**src/wdbus_params.svh**
```systemverilog
// Purpose: named constants for the watchdog and transceiver control registers
// Assumes: 7-bit register addresses, 16-bit serial frames, MSB first
// Notes: included by the package, the frame shifter and the register block; not by the synchroniser
`ifndef WDBUS_PARAMS_SVH
`define WDBUS_PARAMS_SVH

// register addresses
`define ADDR_WATCHDOG_CONTROL 7'h03
`define ADDR_TRANSCEIVER_MODE 7'h04
`define ADDR_PEAK_THRESHOLD 7'h05

// power-on and soft reset values
`define RST_WATCHDOG_CONTROL 8'h14
`define RST_TRANSCEIVER_MODE 8'h20
`define RST_PEAK_THRESHOLD 8'h00

// implemented bits; reserved positions are zero here
`define MASK_WATCHDOG_CONTROL 8'hF7
`define MASK_TRANSCEIVER_MODE 8'hFB
`define MASK_PEAK_THRESHOLD 8'h20

// watchdog control fields
`define WD_CHECKSUM_BIT 7
`define WD_STOP_LOW_BIT 6
`define WD_TYPE_BIT 5
`define WD_BUS_WAKE_BIT 4
`define WD_RESERVED_BIT 3
`define WD_PERIOD_MSB 2
`define WD_PERIOD_LSB 0
`define WD_RESTART_PERIOD 3'h4

// transceiver mode fields
`define TM_FLASH_BIT 7
`define TM_SLOPE_BIT 6
`define TM_TIMEOUT_BIT 5
`define TM_LIN_MSB 4
`define TM_LIN_LSB 3
`define TM_RESERVED_BIT 2
`define TM_CAN_MSB 1
`define TM_CAN_LSB 0
`define FS_LIN_MODE 2'h1
`define FS_CAN_MODE 2'h1

// peak threshold field
`define PK_THRESHOLD_BIT 5
`define FS_PEAK_THRESHOLD 1'h0

// serial frame layout
`define FRAME_BITS 5'h10
`define FRAME_HEAD_LAST 5'h07
`define FRAME_CNT_MAX 5'h1F
`define FRAME_WRITE_BIT 15
`define FRAME_ADDR_MSB 14
`define FRAME_ADDR_LSB 8
`define MISO_HEAD 8'h00

`endif

```
**src/wdbus_pkg.sv**
```systemverilog
// Purpose: shared types for the control register block
// Assumes: constants come from wdbus_params.svh
// Notes: one-hot codes for the frame state machine
`include "wdbus_params.svh"
package wdbus_pkg;
	typedef enum logic [1:0] {
		SH_IDLE = 2'b01,
		SH_SHIFT = 2'b10
	} shift_state_t;

	typedef struct packed {
		shift_state_t st;
		logic [4:0] cnt;
		logic [15:0] rx;
		logic [7:0] tx;
		logic miso;
		logic sclk_prev;
		logic csn_prev;
		logic head_load;
		logic done;
	} shifter_state_t;

	typedef struct packed {
		logic [7:0] wd;
		logic [7:0] tm;
		logic [7:0] pk;
		logic serial_err;
		logic cks_err;
	} regs_state_t;
endpackage : wdbus_pkg

```
**src/sync_2ff.sv**
```systemverilog
// Purpose: two-flop synchroniser for pin levels
// Assumes: inputs are slow levels relative to sys_clk
// Notes: the first stage feeds only the second
`timescale 1ns/10ps
`default_nettype none
module sync_2ff #(
	parameter int W = 1,
	parameter logic [W-1:0] RESET_VAL = '0
) (
	input wire logic sys_clk,
	input wire logic sys_rst,
	input wire logic [W-1:0] d,
	output logic [W-1:0] q
);
	typedef struct packed {
		logic [W-1:0] meta;
		logic [W-1:0] sync;
	} sync_state_t;

	sync_state_t s_q;
	sync_state_t s_d;

	// shift one stage per clock
	always_comb begin
		s_d.meta = d;
		s_d.sync = s_q.meta;
	end

	// reset to the idle level of the pins
	always_ff @(posedge sys_clk) begin
		if (sys_rst) begin
			s_q <= {RESET_VAL, RESET_VAL};
		end else begin
			s_q <= s_d;
		end
	end

	assign q = s_q.sync;
endmodule : sync_2ff
`default_nettype wire

```
**src/serial_frame.sv**
```systemverilog
// Purpose: serial slave frame shifter, clock-phase 0, MSB first
// Assumes: sclk, mosi and select already synchronised to sys_clk
// Notes: sclk must stay below about sys_clk / 8 so the read byte loads in time
`timescale 1ns/10ps
`default_nettype none
`include "wdbus_params.svh"
module serial_frame
	import wdbus_pkg::*;
(
	input wire logic sys_clk,
	input wire logic sys_rst,
	input wire logic sclk_s,
	input wire logic mosi_s,
	input wire logic csn_s,
	input wire logic [7:0] rd_data,
	output logic [6:0] head_addr,
	output logic frame_done,
	output logic frame_ok,
	output logic [15:0] frame_word,
	output logic miso,
	output logic miso_oe
);
	// read frames open with this byte before the addressed register
	localparam logic [7:0] head_byte = `MISO_HEAD;
	shifter_state_t s_q;
	shifter_state_t s_d;
	logic sclk_rise;
	logic sclk_fall;

	assign sclk_rise = sclk_s & ~s_q.sclk_prev;
	assign sclk_fall = ~sclk_s & s_q.sclk_prev;

	// frame sequencing: select low opens, select high closes
	always_comb begin
		s_d = s_q;
		s_d.sclk_prev = sclk_s;
		s_d.csn_prev = csn_s;
		s_d.head_load = 1'b0;
		s_d.done = 1'b0;
		case (s_q.st)
			SH_IDLE: begin
				if (s_q.csn_prev && !csn_s) begin
					s_d.st = SH_SHIFT;
					s_d.cnt = '0;
					s_d.rx = '0;
					s_d.miso = head_byte[7];
					s_d.tx = head_byte << 1;
				end
			end
			SH_SHIFT: begin
				if (csn_s) begin
					s_d.st = SH_IDLE;
					s_d.done = 1'b1;
				end else begin
					if (sclk_rise) begin
						s_d.rx = {s_q.rx[14:0], mosi_s};
						// saturate so overlong frames stay detectable
						if (s_q.cnt != `FRAME_CNT_MAX) begin
							s_d.cnt = s_q.cnt + 5'h01;
						end
						s_d.head_load = (s_q.cnt == `FRAME_HEAD_LAST);
					end
					if (s_q.head_load) begin
						s_d.tx = rd_data;
					end else if (sclk_fall) begin
						s_d.miso = s_q.tx[7];
						s_d.tx = {s_q.tx[6:0], 1'b0};
					end
				end
			end
			default: begin
				s_d.st = SH_IDLE;
			end
		endcase
	end

	always_ff @(posedge sys_clk) begin
		if (sys_rst) begin
			s_q <= '{st: SH_IDLE, csn_prev: 1'b1, default: '0};
		end else begin
			s_q <= s_d;
		end
	end

	assign head_addr = s_q.rx[6:0];
	assign frame_done = s_q.done;
	assign frame_ok = (s_q.cnt == `FRAME_BITS);
	assign frame_word = s_q.rx;
	assign miso = s_q.miso;
	assign miso_oe = (s_q.st == SH_SHIFT);
endmodule : serial_frame
`default_nettype wire

```
**src/watchdog_and_bus_control_regs.sv**
```systemverilog
// Purpose: watchdog, transceiver mode and peak threshold control registers
// Assumes: mode and hardware update inputs come from logic on sys_clk
// Notes: frame = write bit, 7-bit address, data byte; writes land at select high
//
// Summary of operation
// - watchdog bit 6 low half of stop deactivation; one turns it off
// - watchdog bit 5 picks window supervision, zero picks time-out
// - watchdog bit 4 starts supervision after a bus wake from stop
// - reserved bits ignore writes and read as zero
// - transceiver bit 7 flash mode switches off transmit slope control
// - transceiver bit 6 selects low slope operation
// - transceiver bit 5 enables the transmit data time-out
// - transceiver bits 4:3 LIN mode, also loadable by hardware
// - transceiver bits 1:0 CAN mode, also loadable by hardware
// - slope, flash and time-out changes act when select returns high
// - fail-safe entry loads both transceivers wake capable, threshold zero
// - threshold bit 5 selects the higher active peak threshold
// - threshold bit writable only in init or normal mode
// - in stop mode threshold writes drop silently, no serial error
// - restart clears stop deactivation bit, period code becomes four
// - high stop deactivation bit joins the low one for stop mode
`timescale 1ns/10ps
`default_nettype none
`include "wdbus_params.svh"
module watchdog_and_bus_control_regs
	import wdbus_pkg::*;
(
	input wire logic sys_clk,
	input wire logic sys_rst,
	input wire logic sclk,
	input wire logic mosi,
	input wire logic chip_select_low_active,
	output logic miso,
	output logic miso_oe,
	input wire logic mode_init,
	input wire logic mode_normal,
	input wire logic mode_stop,
	input wire logic restart_entry,
	input wire logic failsafe_entry,
	input wire logic soft_reset,
	input wire logic stop_disable_high_bit,
	input wire logic hw_period_we,
	input wire logic [2:0] hw_period_code,
	input wire logic hw_lin_we,
	input wire logic [1:0] hw_lin_mode,
	input wire logic hw_can_we,
	input wire logic [1:0] hw_can_mode,
	output logic stop_disable_low_bit,
	output logic supervision_type_select,
	output logic start_after_bus_wake,
	output logic [2:0] supervision_period_code,
	output logic flash_mode_select,
	output logic low_slope_select,
	output logic transmit_timeout_enable,
	output logic [1:0] first_transceiver_mode,
	output logic [1:0] can_transceiver_mode,
	output logic active_peak_threshold_select,
	output logic watchdog_stop_inactive,
	output logic serial_error,
	output logic checksum_error
);
	regs_state_t r_q;
	regs_state_t r_d;
	logic [2:0] pins_s;
	logic [6:0] head_addr;
	logic [7:0] rd_data;
	logic frame_done;
	logic frame_ok;
	logic [15:0] frame_word;
	logic [6:0] w_addr;
	logic [7:0] w_data;
	logic wr_go;
	logic wr_wd;
	logic wr_tm;
	logic wr_pk;
	logic parity_bad;
	logic peak_open;
	logic quiet;

	// pins cross into sys_clk; select idles high
	sync_2ff #(.W(3), .RESET_VAL(3'h4)) u_sync (
		.sys_clk(sys_clk),
		.sys_rst(sys_rst),
		.d({chip_select_low_active, sclk, mosi}),
		.q(pins_s)
	);

	serial_frame u_frame (
		.sys_clk(sys_clk),
		.sys_rst(sys_rst),
		.sclk_s(pins_s[1]),
		.mosi_s(pins_s[0]),
		.csn_s(pins_s[2]),
		.rd_data(rd_data),
		.head_addr(head_addr),
		.frame_done(frame_done),
		.frame_ok(frame_ok),
		.frame_word(frame_word),
		.miso(miso),
		.miso_oe(miso_oe)
	);

	// read mux; unmapped addresses read zero
	always_comb begin
		case (head_addr)
			`ADDR_WATCHDOG_CONTROL: rd_data = r_q.wd & `MASK_WATCHDOG_CONTROL;
			`ADDR_TRANSCEIVER_MODE: rd_data = r_q.tm & `MASK_TRANSCEIVER_MODE;
			`ADDR_PEAK_THRESHOLD: rd_data = r_q.pk & `MASK_PEAK_THRESHOLD;
			default: rd_data = 8'h00;
		endcase
	end

	// write decode, valid only for complete frames
	assign w_addr = frame_word[`FRAME_ADDR_MSB:`FRAME_ADDR_LSB];
	assign w_data = frame_word[7:0];
	assign wr_go = frame_done & frame_ok & frame_word[`FRAME_WRITE_BIT];
	assign parity_bad = ^w_data;
	assign wr_wd = wr_go & (w_addr == `ADDR_WATCHDOG_CONTROL);
	assign wr_tm = wr_go & (w_addr == `ADDR_TRANSCEIVER_MODE);
	assign wr_pk = wr_go & (w_addr == `ADDR_PEAK_THRESHOLD);
	assign peak_open = mode_init | mode_normal;
	assign quiet = ~soft_reset & ~failsafe_entry & ~restart_entry;

	// register update; later statements win: spi, hardware, restart, fail-safe, soft
	always_comb begin
		r_d = r_q;
		r_d.serial_err = 1'b0;
		r_d.cks_err = 1'b0;
		// a bad checksum refuses the whole byte, so a corrupted period never lands
		if (wr_wd && parity_bad) begin
			r_d.cks_err = 1'b1;
		end else if (wr_wd) begin
			r_d.wd = w_data & `MASK_WATCHDOG_CONTROL;
		end
		if (wr_tm) begin
			r_d.tm = w_data & `MASK_TRANSCEIVER_MODE;
		end
		// stop mode drops the write with no error flag
		if (wr_pk && peak_open) begin
			r_d.pk = w_data & `MASK_PEAK_THRESHOLD;
		end
		r_d.serial_err = (frame_done & ~frame_ok) | (wr_wd & parity_bad);
		// hardware updates beat a simultaneous host write
		if (hw_period_we) begin
			r_d.wd[`WD_PERIOD_MSB:`WD_PERIOD_LSB] = hw_period_code;
		end
		if (hw_lin_we) begin
			r_d.tm[`TM_LIN_MSB:`TM_LIN_LSB] = hw_lin_mode;
		end
		if (hw_can_we) begin
			r_d.tm[`TM_CAN_MSB:`TM_CAN_LSB] = hw_can_mode;
		end
		if (restart_entry) begin
			r_d.wd[`WD_STOP_LOW_BIT] = 1'b0;
			r_d.wd[`WD_RESERVED_BIT] = 1'b0;
			r_d.wd[`WD_PERIOD_MSB:`WD_PERIOD_LSB] = `WD_RESTART_PERIOD;
		end
		// bus wake sources must survive so the device can be woken again
		if (failsafe_entry) begin
			r_d.tm[`TM_LIN_MSB:`TM_LIN_LSB] = `FS_LIN_MODE;
			r_d.tm[`TM_RESERVED_BIT] = 1'b0;
			r_d.tm[`TM_CAN_MSB:`TM_CAN_LSB] = `FS_CAN_MODE;
			r_d.pk[`PK_THRESHOLD_BIT] = `FS_PEAK_THRESHOLD;
		end
		if (soft_reset) begin
			r_d.wd = `RST_WATCHDOG_CONTROL;
			r_d.tm = `RST_TRANSCEIVER_MODE;
			r_d.pk = `RST_PEAK_THRESHOLD;
		end
	end

	always_ff @(posedge sys_clk) begin
		if (sys_rst) begin
			r_q.wd <= `RST_WATCHDOG_CONTROL;
			r_q.tm <= `RST_TRANSCEIVER_MODE;
			r_q.pk <= `RST_PEAK_THRESHOLD;
			r_q.serial_err <= 1'b0;
			r_q.cks_err <= 1'b0;
		end else begin
			r_q <= r_d;
		end
	end

	// control outputs straight from the registers
	assign stop_disable_low_bit = r_q.wd[`WD_STOP_LOW_BIT];
	assign supervision_type_select = r_q.wd[`WD_TYPE_BIT];
	assign start_after_bus_wake = r_q.wd[`WD_BUS_WAKE_BIT];
	assign supervision_period_code = r_q.wd[`WD_PERIOD_MSB:`WD_PERIOD_LSB];
	assign flash_mode_select = r_q.tm[`TM_FLASH_BIT];
	assign low_slope_select = r_q.tm[`TM_SLOPE_BIT];
	assign transmit_timeout_enable = r_q.tm[`TM_TIMEOUT_BIT];
	assign first_transceiver_mode = r_q.tm[`TM_LIN_MSB:`TM_LIN_LSB];
	assign can_transceiver_mode = r_q.tm[`TM_CAN_MSB:`TM_CAN_LSB];
	assign active_peak_threshold_select = r_q.pk[`PK_THRESHOLD_BIT];
	assign serial_error = r_q.serial_err;
	assign checksum_error = r_q.cks_err;

	// both halves must be set before supervision stops in stop mode
	assign watchdog_stop_inactive = mode_stop & r_q.wd[`WD_STOP_LOW_BIT] & stop_disable_high_bit;

	// reserved bits never show on reads
	property p_reserved_zero;
		@(posedge sys_clk) disable iff (sys_rst)
		r_q.wd[`WD_RESERVED_BIT] == 1'b0 && r_q.tm[`TM_RESERVED_BIT] == 1'b0
			&& (r_q.pk & ~`MASK_PEAK_THRESHOLD) == 8'h00;
	endproperty
	a_reserved_zero: assert property (p_reserved_zero)
		else $error("reserved register bit became nonzero");

	// odd-parity watchdog byte is flagged and leaves the register alone
	property p_checksum_refuse;
		@(posedge sys_clk) disable iff (sys_rst)
		wr_wd && parity_bad && quiet && !hw_period_we |=> checksum_error && serial_error
			&& $stable(r_q.wd);
	endproperty
	a_checksum_refuse: assert property (p_checksum_refuse)
		else $error("odd parity watchdog write not refused");

	// good watchdog write sets type and bus wake start
	property p_wd_write;
		@(posedge sys_clk) disable iff (sys_rst)
		wr_wd && !parity_bad && quiet |=> supervision_type_select == $past(w_data[`WD_TYPE_BIT])
			&& start_after_bus_wake == $past(w_data[`WD_BUS_WAKE_BIT]) && !checksum_error;
	endproperty
	a_wd_write: assert property (p_wd_write)
		else $error("watchdog write did not land");

	// slope and time-out act right after the frame closes
	property p_slope_at_close;
		@(posedge sys_clk) disable iff (sys_rst)
		wr_tm && quiet |=> low_slope_select == $past(w_data[`TM_SLOPE_BIT])
			&& transmit_timeout_enable == $past(w_data[`TM_TIMEOUT_BIT])
			&& flash_mode_select == $past(w_data[`TM_FLASH_BIT]);
	endproperty
	a_slope_at_close: assert property (p_slope_at_close)
		else $error("slope settings late after select high");

	// restart values in the watchdog register
	property p_restart;
		@(posedge sys_clk) disable iff (sys_rst)
		restart_entry && !soft_reset && !(wr_wd && !parity_bad)
			|=> supervision_period_code == `WD_RESTART_PERIOD && !stop_disable_low_bit
			&& $stable(supervision_type_select) && $stable(start_after_bus_wake);
	endproperty
	a_restart: assert property (p_restart)
		else $error("restart values wrong in watchdog register");

	// fail-safe leaves both transceivers wake capable
	property p_failsafe;
		@(posedge sys_clk) disable iff (sys_rst)
		failsafe_entry && !soft_reset && !wr_tm |=> first_transceiver_mode == `FS_LIN_MODE
			&& can_transceiver_mode == `FS_CAN_MODE && !active_peak_threshold_select
			&& $stable(flash_mode_select) && $stable(low_slope_select)
			##1 (first_transceiver_mode != 2'h0 || $past(hw_lin_we) || $past(soft_reset)
			|| $past(wr_tm));
	endproperty
	a_failsafe: assert property (p_failsafe)
		else $error("fail-safe load of transceiver modes wrong");

	// stop mode: threshold write dropped with no error
	property p_peak_stop;
		@(posedge sys_clk) disable iff (sys_rst)
		wr_pk && mode_stop && !mode_init && !mode_normal && quiet
			|=> $stable(active_peak_threshold_select) && !serial_error;
	endproperty
	a_peak_stop: assert property (p_peak_stop)
		else $error("threshold changed or error raised in stop mode");

	// init or normal: threshold write accepted
	property p_peak_open;
		@(posedge sys_clk) disable iff (sys_rst)
		wr_pk && peak_open && quiet
			|=> active_peak_threshold_select == $past(w_data[`PK_THRESHOLD_BIT]);
	endproperty
	a_peak_open: assert property (p_peak_open)
		else $error("threshold write lost in init or normal mode");

	// hardware mode update wins over a host write
	property p_hw_lin;
		@(posedge sys_clk) disable iff (sys_rst)
		hw_lin_we && !soft_reset && !failsafe_entry |=> first_transceiver_mode == $past(hw_lin_mode);
	endproperty
	a_hw_lin: assert property (p_hw_lin)
		else $error("hardware LIN mode update lost");

	// hardware CAN mode update wins over a host write
	property p_hw_can;
		@(posedge sys_clk) disable iff (sys_rst)
		hw_can_we && !soft_reset && !failsafe_entry |=> can_transceiver_mode == $past(hw_can_mode);
	endproperty
	a_hw_can: assert property (p_hw_can)
		else $error("hardware CAN mode update lost");

	// hardware period load lands unless restart or soft reset overrides it
	property p_hw_period;
		@(posedge sys_clk) disable iff (sys_rst)
		hw_period_we && !soft_reset && !restart_entry
			|=> supervision_period_code == $past(hw_period_code);
	endproperty
	a_hw_period: assert property (p_hw_period)
		else $error("hardware period load lost");

	// supervision never stopped outside stop mode
	property p_stop_gate;
		@(posedge sys_clk) disable iff (sys_rst)
		!mode_stop || !stop_disable_high_bit |-> !watchdog_stop_inactive;
	endproperty
	a_stop_gate: assert property (p_stop_gate)
		else $error("watchdog deactivated without both stop bits");
endmodule : watchdog_and_bus_control_regs
`default_nettype wire

```
**config.mk**
```make
export PLATFORM = sky130hd
export DESIGN_NAME = watchdog_and_bus_control_regs
export DESIGN_NICKNAME = d
export VERILOG_FILES = /design/src/wdbus_pkg.sv /design/src/sync_2ff.sv /design/src/serial_frame.sv /design/src/watchdog_and_bus_control_regs.sv
export VERILOG_INCLUDE_DIRS = /design/src /design/src/src
export SDC_FILE = /design/constraint.sdc
export NUM_CORES = 1
export LEC_CHECK = 0
export CORE_MARGIN = 2
export CORE_UTILIZATION = 30
export DETAILED_ROUTE_END_ITERATION = 8
export DONT_BUFFER_PORTS = 1
export PLACE_DENSITY = 0.52
export SYNTH_ARGS = -nofsm -noshare
export SYNTH_HDL_FRONTEND = slang
export SYNTH_HIERARCHICAL = 1
export SYNTH_SLANG_ARGS = --single-unit
```
**constraint.sdc**
```tcl
create_clock -name sys_clk -period 2.5 [get_ports sys_clk]
set_input_delay 0.5 -clock sys_clk [delete_from_list [all_inputs] [get_ports sys_clk]]
set_output_delay 0.5 -clock sys_clk [all_outputs]
set_load 0.01 [all_outputs]
```
# Word-level counts from Yosys, hierarchy flattened
# Cells that the tools add are included.
[word_totals]
ff_bits = 59
out_inout_bits = 19
elab_cells = 105
[classes]
add_sub_neg = 1
n_eq_ne = 20
muxes = 20
bitwise_logic = 19
reduce_logical = 23
[ops]
columns = ["cell", "n"]
rows = [
  ["30-bit case mux with 2 select lines", 1],
  ["32-bit two-way mux", 1],
  ["30-bit two-way mux", 1],
  ["7-bit by 3-bit equality test with 1-bit output, second input constant", 4],
  ["8-bit case mux with 3 select lines", 1],
  ["21-bit two-way mux", 1],
  ["7-bit by 2-bit equality test with 1-bit output, second input constant", 2],
  ["1-bit bitwise AND", 11],
  ["5-bit two-way mux", 2],
  ["2-bit by 1-bit inequality test with 1-bit output, second input constant", 5],
  ["5-bit AND reduction", 2],
  ["3-bit two-way mux", 3],
  ["9-bit two-way mux", 1],
  ["8-bit two-way mux", 1],
  ["4-bit AND reduction", 2],
  ["2-bit nonzero test", 4],
  ["8-bit XOR reduction", 1],
  ["2-bit two-way mux", 3],
  ["2-bit inequality test, second input constant", 3],
  ["1-bit NOT", 6],
  ["2-bit AND reduction", 3],
  ["3-bit nonzero test", 2],
  ["3-bit OR reduction", 2],
  ["5-bit by 1-bit adder with 5-bit output, second input constant", 1],
  ["14 further kinds", 20],
]

# Logic depth before layout (Yosys ltp)
# Gate-level depths: netlist of the first run.
[logic_depth]
ltp_word = 7
mapped_depth = 9
mapped_depth_nobuf = 8

# Modules after synthesis
# Netlist of the first run, hierarchy kept.
[by_module_without_submodules]
columns = ["mod", "n_inst", "cells_per_inst", "area_each_um2", "seq_area_each_um2"]
rows = [
  ["serial_frame", 1, 193, 1873.0, 720.7],
  ["watchdog_and_bus_control_regs", 1, 116, 1022.2, 340.3],
  ["sync_2ff", 1, 12, 157.7, 120.1],
]

# Least setup slack after synthesis of the first run
# No wires, ideal clock.
[synth_timing]
kind = "register -> register"
startpoint = "register u_frame.s_q, in the netlist u_frame/frame_word[11]"
endpoint = "register r_q, in the netlist can_transceiver_mode[0]"
setup_ns = 0.124
t_arrival_ns = 1.974
required_time_ns = 2.376
slack_ns = 0.402
stages_incl_launch_ff = 7
n_path_buf = 1
cell_sequence = "dfxtp_1 -> buf_4 -> or4_4 -> nor4_4 -> mux2_2 -> nor3_1 -> nor3_1"
[synth_between]
elab_chain_cells = 3
[synth_rtl]
columns = ["item", "line_no", "source"]
rows = [
  ["start, declared", "serial_frame.sv:25", "shifter_state_t s_q;"],
  ["start signal, assigned", "serial_frame.sv:79", "s_q <= '{st: SH_IDLE, csn_prev: 1'b1, default: '0};"],
  ["start signal, assigned", "serial_frame.sv:81", "s_q <= s_d;"],
  ["7-bit by 3-bit equality test with 1-bit output (no source line)", "--", ""],
  ["1-bit bitwise AND", "watchdog_and_bus_control_regs.sv:119", "assign wr_tm = wr_go & (w_addr == `ADDR_TRANSCEIVER_MODE);"],
  ["3-bit nonzero test (no source line)", "--", ""],
  ["end signal, assigned", "watchdog_and_bus_control_regs.sv:180", "r_q <= r_d;"],
  ["end, declared", "watchdog_and_bus_control_regs.sv:62", "regs_state_t r_q;"],
]
# Every way passes these cells.
# A chain may end at the register's enable or synchronous reset.

# Worst setup path after layout of the first run
[layout_timing]
startpoint = "register u_frame/s_q[29] in the netlist's numbering"
endpoint = "register r_q, in the netlist supervision_period_code[0]"
[layout_between]
elab_chain_cells = 7
[layout_rtl]
columns = ["item", "line_no", "source"]
rows = [
  ["5-bit equality test (no source line) *", "--", ""],
  ["net frame_ok", "watchdog_and_bus_control_regs.sv:68", "logic frame_ok;"],
  ["1-bit bitwise AND * (2 in a row)", "watchdog_and_bus_control_regs.sv:116", "assign wr_go = frame_done & frame_ok & frame_word[`FRAME_WRITE_BIT];"],
  ["1-bit bitwise AND *", "watchdog_and_bus_control_regs.sv:118", "assign wr_wd = wr_go & (w_addr == `ADDR_WATCHDOG_CONTROL);"],
  ["1-bit logical AND", "watchdog_and_bus_control_regs.sv:130", "if (wr_wd && parity_bad) begin"],
  ["2-bit inequality test (no source line)", "--", ""],
  ["2-bit AND reduction (no source line) *", "--", ""],
]
# The timed path passes the listed nets; every way through them passes the cells marked *.

==> results of run 1 <==
layout make-up:
type / instances / area share, %
clock buffers: 15 / 5.83
clock inverters: 1 / 0.156
inverters: 5 / 0.587
multi-input cells: 214 / 49.6
flip-flops and latches: 59 / 36.9
well taps: 133 / 5.20
repair buffers: 7 / 1.64
logic make-up (layout without fill, tap and decap cells):
group	count (synthesis)	in the layout	synth area share (%)
DFF	59	59	38.7
adders and majority gates	3	3	1.23
xor gates and xnor gates	8	8	2.30
buffers and inverters	48	28	9.71
AOI/OAI and AO/OA	39	39	9.10
muxes	36	36	12.0
and+or+nand+nor	128	128	27.0
routing by layer:
| layer | part of all wire (%) | routed length [um] | track usage (%) | vias to the layer above |
|---|---|---|---|---|
| met5 | 0 | 0 | 0 | - |
| met4 | 2.3 | 154 | 6.67 | 0 |
| met3 | 4.6 | 306 | 3.43 | 15 |
| met2 | 47 | 3100 | 19.9 | 29 |
| met1 | 46 | 3030 | 16.0 | 982 |
| li1 | - | - | - | 1066 |
cell usage in the layout (no fill, tap or decap), drive strengths merged, types with 7 or more instances in the layout:
| master | Yosys | routed |
|---|---|---|
| dfxtp | 59 | 59 |
| mux2i | 32 | 32 |
| nand2b | 28 | 28 |
| or2 | 20 | 20 |
| clkbuf | 10 | 15 |
| nand3 | 11 | 11 |
| nor3 | 9 | 9 |
| nor2 | 8 | 8 |
| o21ai | 7 | 7 |
| xnor2 | 7 | 7 |
| nor3b | 7 | 7 |
| nor2b | 7 | 7 |
| buf | 33 | 7 |
| o32ai | 7 | 7 |
sequential cells by signal, indices dropped and copies added (netlist names), 2 cells and up:
register,cells
can_transceiver_mode,2
first_transceiver_mode,2
supervision_period_code,3
u_frame/frame_word,16
u_frame/s_q,18
u_sync/q,3
u_sync/s_d,3
where the power goes:
| part | total [mW] | internal [mW] | switching (mW) |
|---|---|---|---|
| clock | 0.823 | 0.468 | 0.356 |
| sequential | 0.960 | 0.950 | 0.0101 |
| combinational | 0.0509 | 0.0299 | 0.0210 |
timing repair:
| action | 4_1_cts | 5_1_grt |
|---|---|---|
| endpoints found under the hold margin | 0 | 0 |
| endpoints found under the setup margin | 0 | 2 |
| resized for setup | 0 | 2 |
final timing paths:
path / cells past startpoint / from / end
setup / recovery: 8 / u_frame/s_q[29] / supervision_period_code[0]
hold / removal: 1 / sys_rst / u_frame/s_q[5]
setup reg to reg: 8 / u_frame/s_q[29] / supervision_period_code[0]
hold reg to reg: 1 / u_sync/s_d[2] / u_sync/q[2]
==> results.sh, run 1 <==
export IMPL_path_cells="inv_1 -> ha_1 -> nor4bb_2 -> nand3_1 -> or2_1 -> or3_1 -> nor4_1 -> nor4_1"
export IMPL_grt_pass1_vias=2156
export IMPL_avgSynthCellArea_um2=9.51
export IMPL_critPathSlowestCell="or3_1"
export IMPL_critPathLaunchType="flop"
export IMPL_drv_slew=0
export IMPL_clkTransAtPathRegs_ps=60
export IMPL_vias=2092
export IMPL_grt_max_degree=58
export IMPL_grt_pass1_wl_um=11000
export IMPL_finalHoldViolCount=0
export IMPL_synth_top_area_share_pct=38.7
export IMPL_die_area_um2=11000
export IMPL_ctsHoldBuffers=0
export IMPL_synth_top_area_cell="dfxtp_1"
export IMPL_period_share_pct=89.0
export IMPL_placed_area_um2=2990
export IMPL_route_detailed_drc=0
export IMPL_yosysUniqueCellTypes=54
export IMPL_yosys_warnings=6
export IMPL_crit_buf_inv=1
export IMPL_fin_cells=434
export IMPL_leakage_nw=0.995
export IMPL_setup_viol=0
export IMPL_power_density_nw_per_um2=574
export IMPL_rrSetupSlack_ps=280
export IMPL_antenna_found_initial=0
export IMPL_die_y_um=105
export IMPL_yosysMostFrequentCell="dfxtp_1"
export IMPL_dp_hpwl_um=4770
export IMPL_multi_input_area_um2=1590
export IMPL_final_min_clock_period_ps=2220
export IMPL_maxCapViolCount=0
export IMPL_clk_latency_ps=330
export IMPL_crit_top_cell="nor4_1"
export IMPL_core_area_um2=9820
export IMPL_wl_per_cell_um=15.2
export IMPL_seqCellArea_um2=1180
export IMPL_final_nets=321
export IMPL_synthesis_area_um2=3050
export IMPL_final_util_pct=32.6
export IMPL_io_pin_count=41
export IMPL_crit_family="simple AND/OR/NAND/NOR gates"
export IMPL_n_antenna_cell=0
export IMPL_clockBufferDepth=2
export IMPL_min_path_type="input port to flop"
export IMPL_finalPower_mw=1.83
export IMPL_ys_async_sr_fraction_pct=0
export IMPL_cts_tree="yes"
export IMPL_cts_root_buffer_cell="clkbuf_8"
export IMPL_drive_gt1_share_pct=16.9
export IMPL_rsz0062_at_grt="no"
export IMPL_skew_ps=6.20
export IMPL_drtPass1Iterations=6
export IMPL_drt_iter0_markers=90
export IMPL_gp_congestion=0.787
export IMPL_h_tree_depth=3
export IMPL_syn_to_final_growth_pct=4.75
export IMPL_worst_slack_ps=275
export IMPL_ant_nets=0
export IMPL_die_x_um=105
export IMPL_dp_slack_ps=244
export IMPL_worst_slew_pin_slew_ps=547
export IMPL_cts_setup_buffers=0
export IMPL_ir_drop_mv=0.209
export IMPL_cp_end_kind="flop"
export IMPL_clock_fmax_mhz=449
export IMPL_initial_core_util_pct=31.1
export IMPL_clock_sinks=59
export IMPL_portBuffers=0
export IMPL_max_stage_delay_ps=480
export IMPL_rows=36
export IMPL_outcome="complete, no violations"
export IMPL_ys_seq_elements=59
export IMPL_dp_cells=418
export IMPL_seq_area_frac_synth_pct=38.7
export IMPL_synth_area_leaders="dfxtp_1 39%, mux2i_1 10%, buf_4 7.4%"
export IMPL_cts_buffers=9
export IMPL_cp_arrival_ps=2440
export IMPL_required_ps=2720
export IMPL_drt_wl_total_um=6600
export IMPL_ys_top_cells_by_count="59 x dfxtp_1, 32 x mux2i_1, 30 x buf_4, 28 x nand2b_1, 17 x or2_2"
export IMPL_path_max_fanout=7
export IMPL_synth_edf_count=0
export IMPL_slew_limit_headroom_pct=63.2
export IMPL_syn_inst=321
export IMPL_synth_flop_cell="dfxtp_1"
export IMPL_synth_nets=346
export IMPL_tns_ps=0
export IMPL_fin_area_um2=3200
export IMPL_grt_ovfl_total=0
export IMPL_fin_hold_ws_ps=256
export IMPL_vias_per_cell=4.82
export IMPL_grtUsageTotal_pct=12.7
export IMPL_fillers=1061
export IMPL_setup_worst_path_class="flop to flop"
No activity file was read; power rests on OpenSTA's default activity.
==> run 2: changes to the inputs <==
Settings changed: HOLD_SLACK_MARGIN set to 0.1, MAX_ROUTING_LAYER set to met4.
==> run 2 against run 1 <==
  * Largest power group unchanged
  * Die area is the same
  * Clock-buffer cell count is the same
  * Critical endpoint unchanged
  * Clock skew is essentially flat
  * Fmax grew 0.13%
  * Non-clock buffer count is the same
  * Largest cell class unchanged
  * Sequential power is essentially flat
==> results.sh, run 2 (same netlist as run 1, synthesis figures left out) <==
export IMPL_io_pin_count=41
export IMPL_critPathLaunchType="flop"
export IMPL_grt_met2_usage_pct=19.9
export IMPL_path_max_fanout=7
export IMPL_seqPwrFrac_pct=52.5
export IMPL_n_antenna_cell=0
export IMPL_fin_cells=434
export IMPL_top_register="u_frame/s_q"
export IMPL_outcome="complete, no violations"
export IMPL_critPathSlowestCell="or3_1"
export IMPL_tns_ps=0
export IMPL_clock_sinks=59
export IMPL_combPwrFrac_pct=2.8
export IMPL_initial_core_util_pct=31.1
export IMPL_p_sw_share_pct=20.9
export IMPL_drive_gt1_share_pct=16.9
export IMPL_vias_per_cell=4.86
export IMPL_crit_top_cell="nor4_1"
export IMPL_fin_hold_ws_ps=260
export IMPL_cp_end_kind="flop"
export IMPL_fillers=1061
export IMPL_skew_ps=5.86
export IMPL_syn_to_final_growth_pct=4.75
export IMPL_ctsHoldBuffers=0
export IMPL_cts_tree="yes"
export IMPL_dp_cells=418
export IMPL_ant_nets=0
export IMPL_cts_root_buffer_cell="clkbuf_8"
export IMPL_max_stage_delay_ps=480
export IMPL_die_area_um2=11000
export IMPL_drv_slew=0
export IMPL_crit_buf_inv=1
export IMPL_power_density_nw_per_um2=572
export IMPL_final_cell_mix="59 x dfxtp_1, 32 x mux2i_1, 28 x nand2b_1"
export IMPL_final_nets=321
export IMPL_crit_family="simple AND/OR/NAND/NOR gates"
export IMPL_met1_usage_pct=16.1
export IMPL_layout_commonest_cell="dfxtp_1"
export IMPL_rows=36
export IMPL_finalHoldViolCount=0
export IMPL_p_clk_share_pct=44.7
export IMPL_final_min_clock_period_ps=2220
export IMPL_ir_drop_mv=0.208
export IMPL_clock_fmax_mhz=450
export IMPL_wl_per_cell_um=15.2
export IMPL_grt_max_degree=58
export IMPL_rsz0062_at_grt="no"
export IMPL_required_ps=2710
export IMPL_min_path_type="input port to flop"
export IMPL_die_x_um=105
export IMPL_p_switching_uw=382
export IMPL_grtUsageTotal_pct=13.0
export IMPL_route_detailed_drc=0
export IMPL_dp_hpwl_um=4770
export IMPL_drt_wl_total_um=6610
export IMPL_portBuffers=0
export IMPL_clk_latency_ps=330
export IMPL_worst_slew_pin_slew_ps=546
export IMPL_maxCapViolCount=0
export IMPL_die_y_um=105
export IMPL_intPower_mw=1.45
export IMPL_setup_viol=0
export IMPL_clockBufferDepth=2
export IMPL_grtUsageMet3_pct=3.12
export IMPL_clkTransAtPathRegs_ps=60
export IMPL_drt_iter0_markers=84
export IMPL_leakage_nw=0.995
export IMPL_dp_slack_ps=244
export IMPL_grt_pass1_vias=2155
export IMPL_setup_worst_path_class="flop to flop"
export IMPL_gp_congestion=0.798
export IMPL_grt_pass1_wl_um=11000
export IMPL_grt_busiest_layer="met2"
export IMPL_period_share_pct=88.9
export IMPL_path_cells="inv_1 -> ha_1 -> nor4bb_2 -> nand3_1 -> or2_1 -> or3_1 -> nor4_1 -> nor4_1"
export IMPL_grt_ovfl_total=0
export IMPL_slew_limit_headroom_pct=63.4
export IMPL_antenna_found_initial=0
export IMPL_cts_buffers=9
export IMPL_worst_slack_ps=278
export IMPL_vias=2108
export IMPL_h_tree_depth=3
export IMPL_largest_reg_flops=18
export IMPL_finalPower_mw=1.83
export IMPL_cp_arrival_ps=2440
export IMPL_drtPass1Iterations=4
export IMPL_core_area_um2=9820
==> run 2: cell counts in the layout (fill, tap and decap cells not counted) <==
No cell type changed its count.
==> run 2: per-layer routing <==
metal | routed length (um) | vias up | part of all wire [%]
met5 | 0 | - | 0
met4 | 123 | 0 | 1.9
met3 | 232 | 12 | 3.5
met2 | 3150 | 29 | 48
met1 | 3100 | 1002 | 47
li1 | - | 1065 | -
==> run 2: worst paths after layout <==
path	slack [ps]	cells past startpoint	to	from
max	280	8	supervision_period_code[0]	u_frame/s_q[29]
min	260	1	u_frame/s_q[5]	sys_rst
max reg2reg	280	8	supervision_period_code[0]	u_frame/s_q[29]
min reg2reg	400	1	u_sync/q[2]	u_sync/s_d[2]
==> run 2: area by class of cell <==
cell class | count | area, um^2 | share of cell area, %
flip-flops and latches | 59 | 1180 | 36.9
repair buffers | 7 | 52.6 | 1.64
clock inverters | 1 | 5.00 | 0.156
multi-input cells | 214 | 1590 | 49.6
inverters | 5 | 18.8 | 0.587
well taps | 133 | 166 | 5.20
clock buffers | 15 | 186 | 5.83
==> run 2: stage by stage <==
| stage | area (um^2) | util, % |
|---|---|---|
| after global routing | 3200 | 32.6 |
| after floorplan | 3050 | - |
| after detailed placement | 2990 | 30.5 |
| final | 3200 | 32.6 |
| after global placement | 2990 | 30.5 |
| after CTS | 3190 | 32.4 |
==> run 2: repair_timing <==
| item | 4_1_cts | 5_1_grt |
|---|---|---|
| setup buffers | 0 | 0 |
| gates resized for setup | 0 | 2 |
| setup endpoints to repair | 0 | 2 |
==> run 2: power by group through the flow <==
| stage | clock [mW] | sequential [mW] | combinational (mW) |
|---|---|---|---|
| 6_report | 0.819 | 0.960 | 0.0508 |
| 2_1_floorplan | 0 | 0.976 | 0.0575 |
| 5_1_grt | 0.889 | 0.961 | 0.0554 |
| 3_5_place_dp | 0 | 0.981 | 0.0512 |
| 4_1_cts | 0.850 | 0.960 | 0.0514 |
| 3_3_place_gp | 0 | 0.981 | 0.0513 |
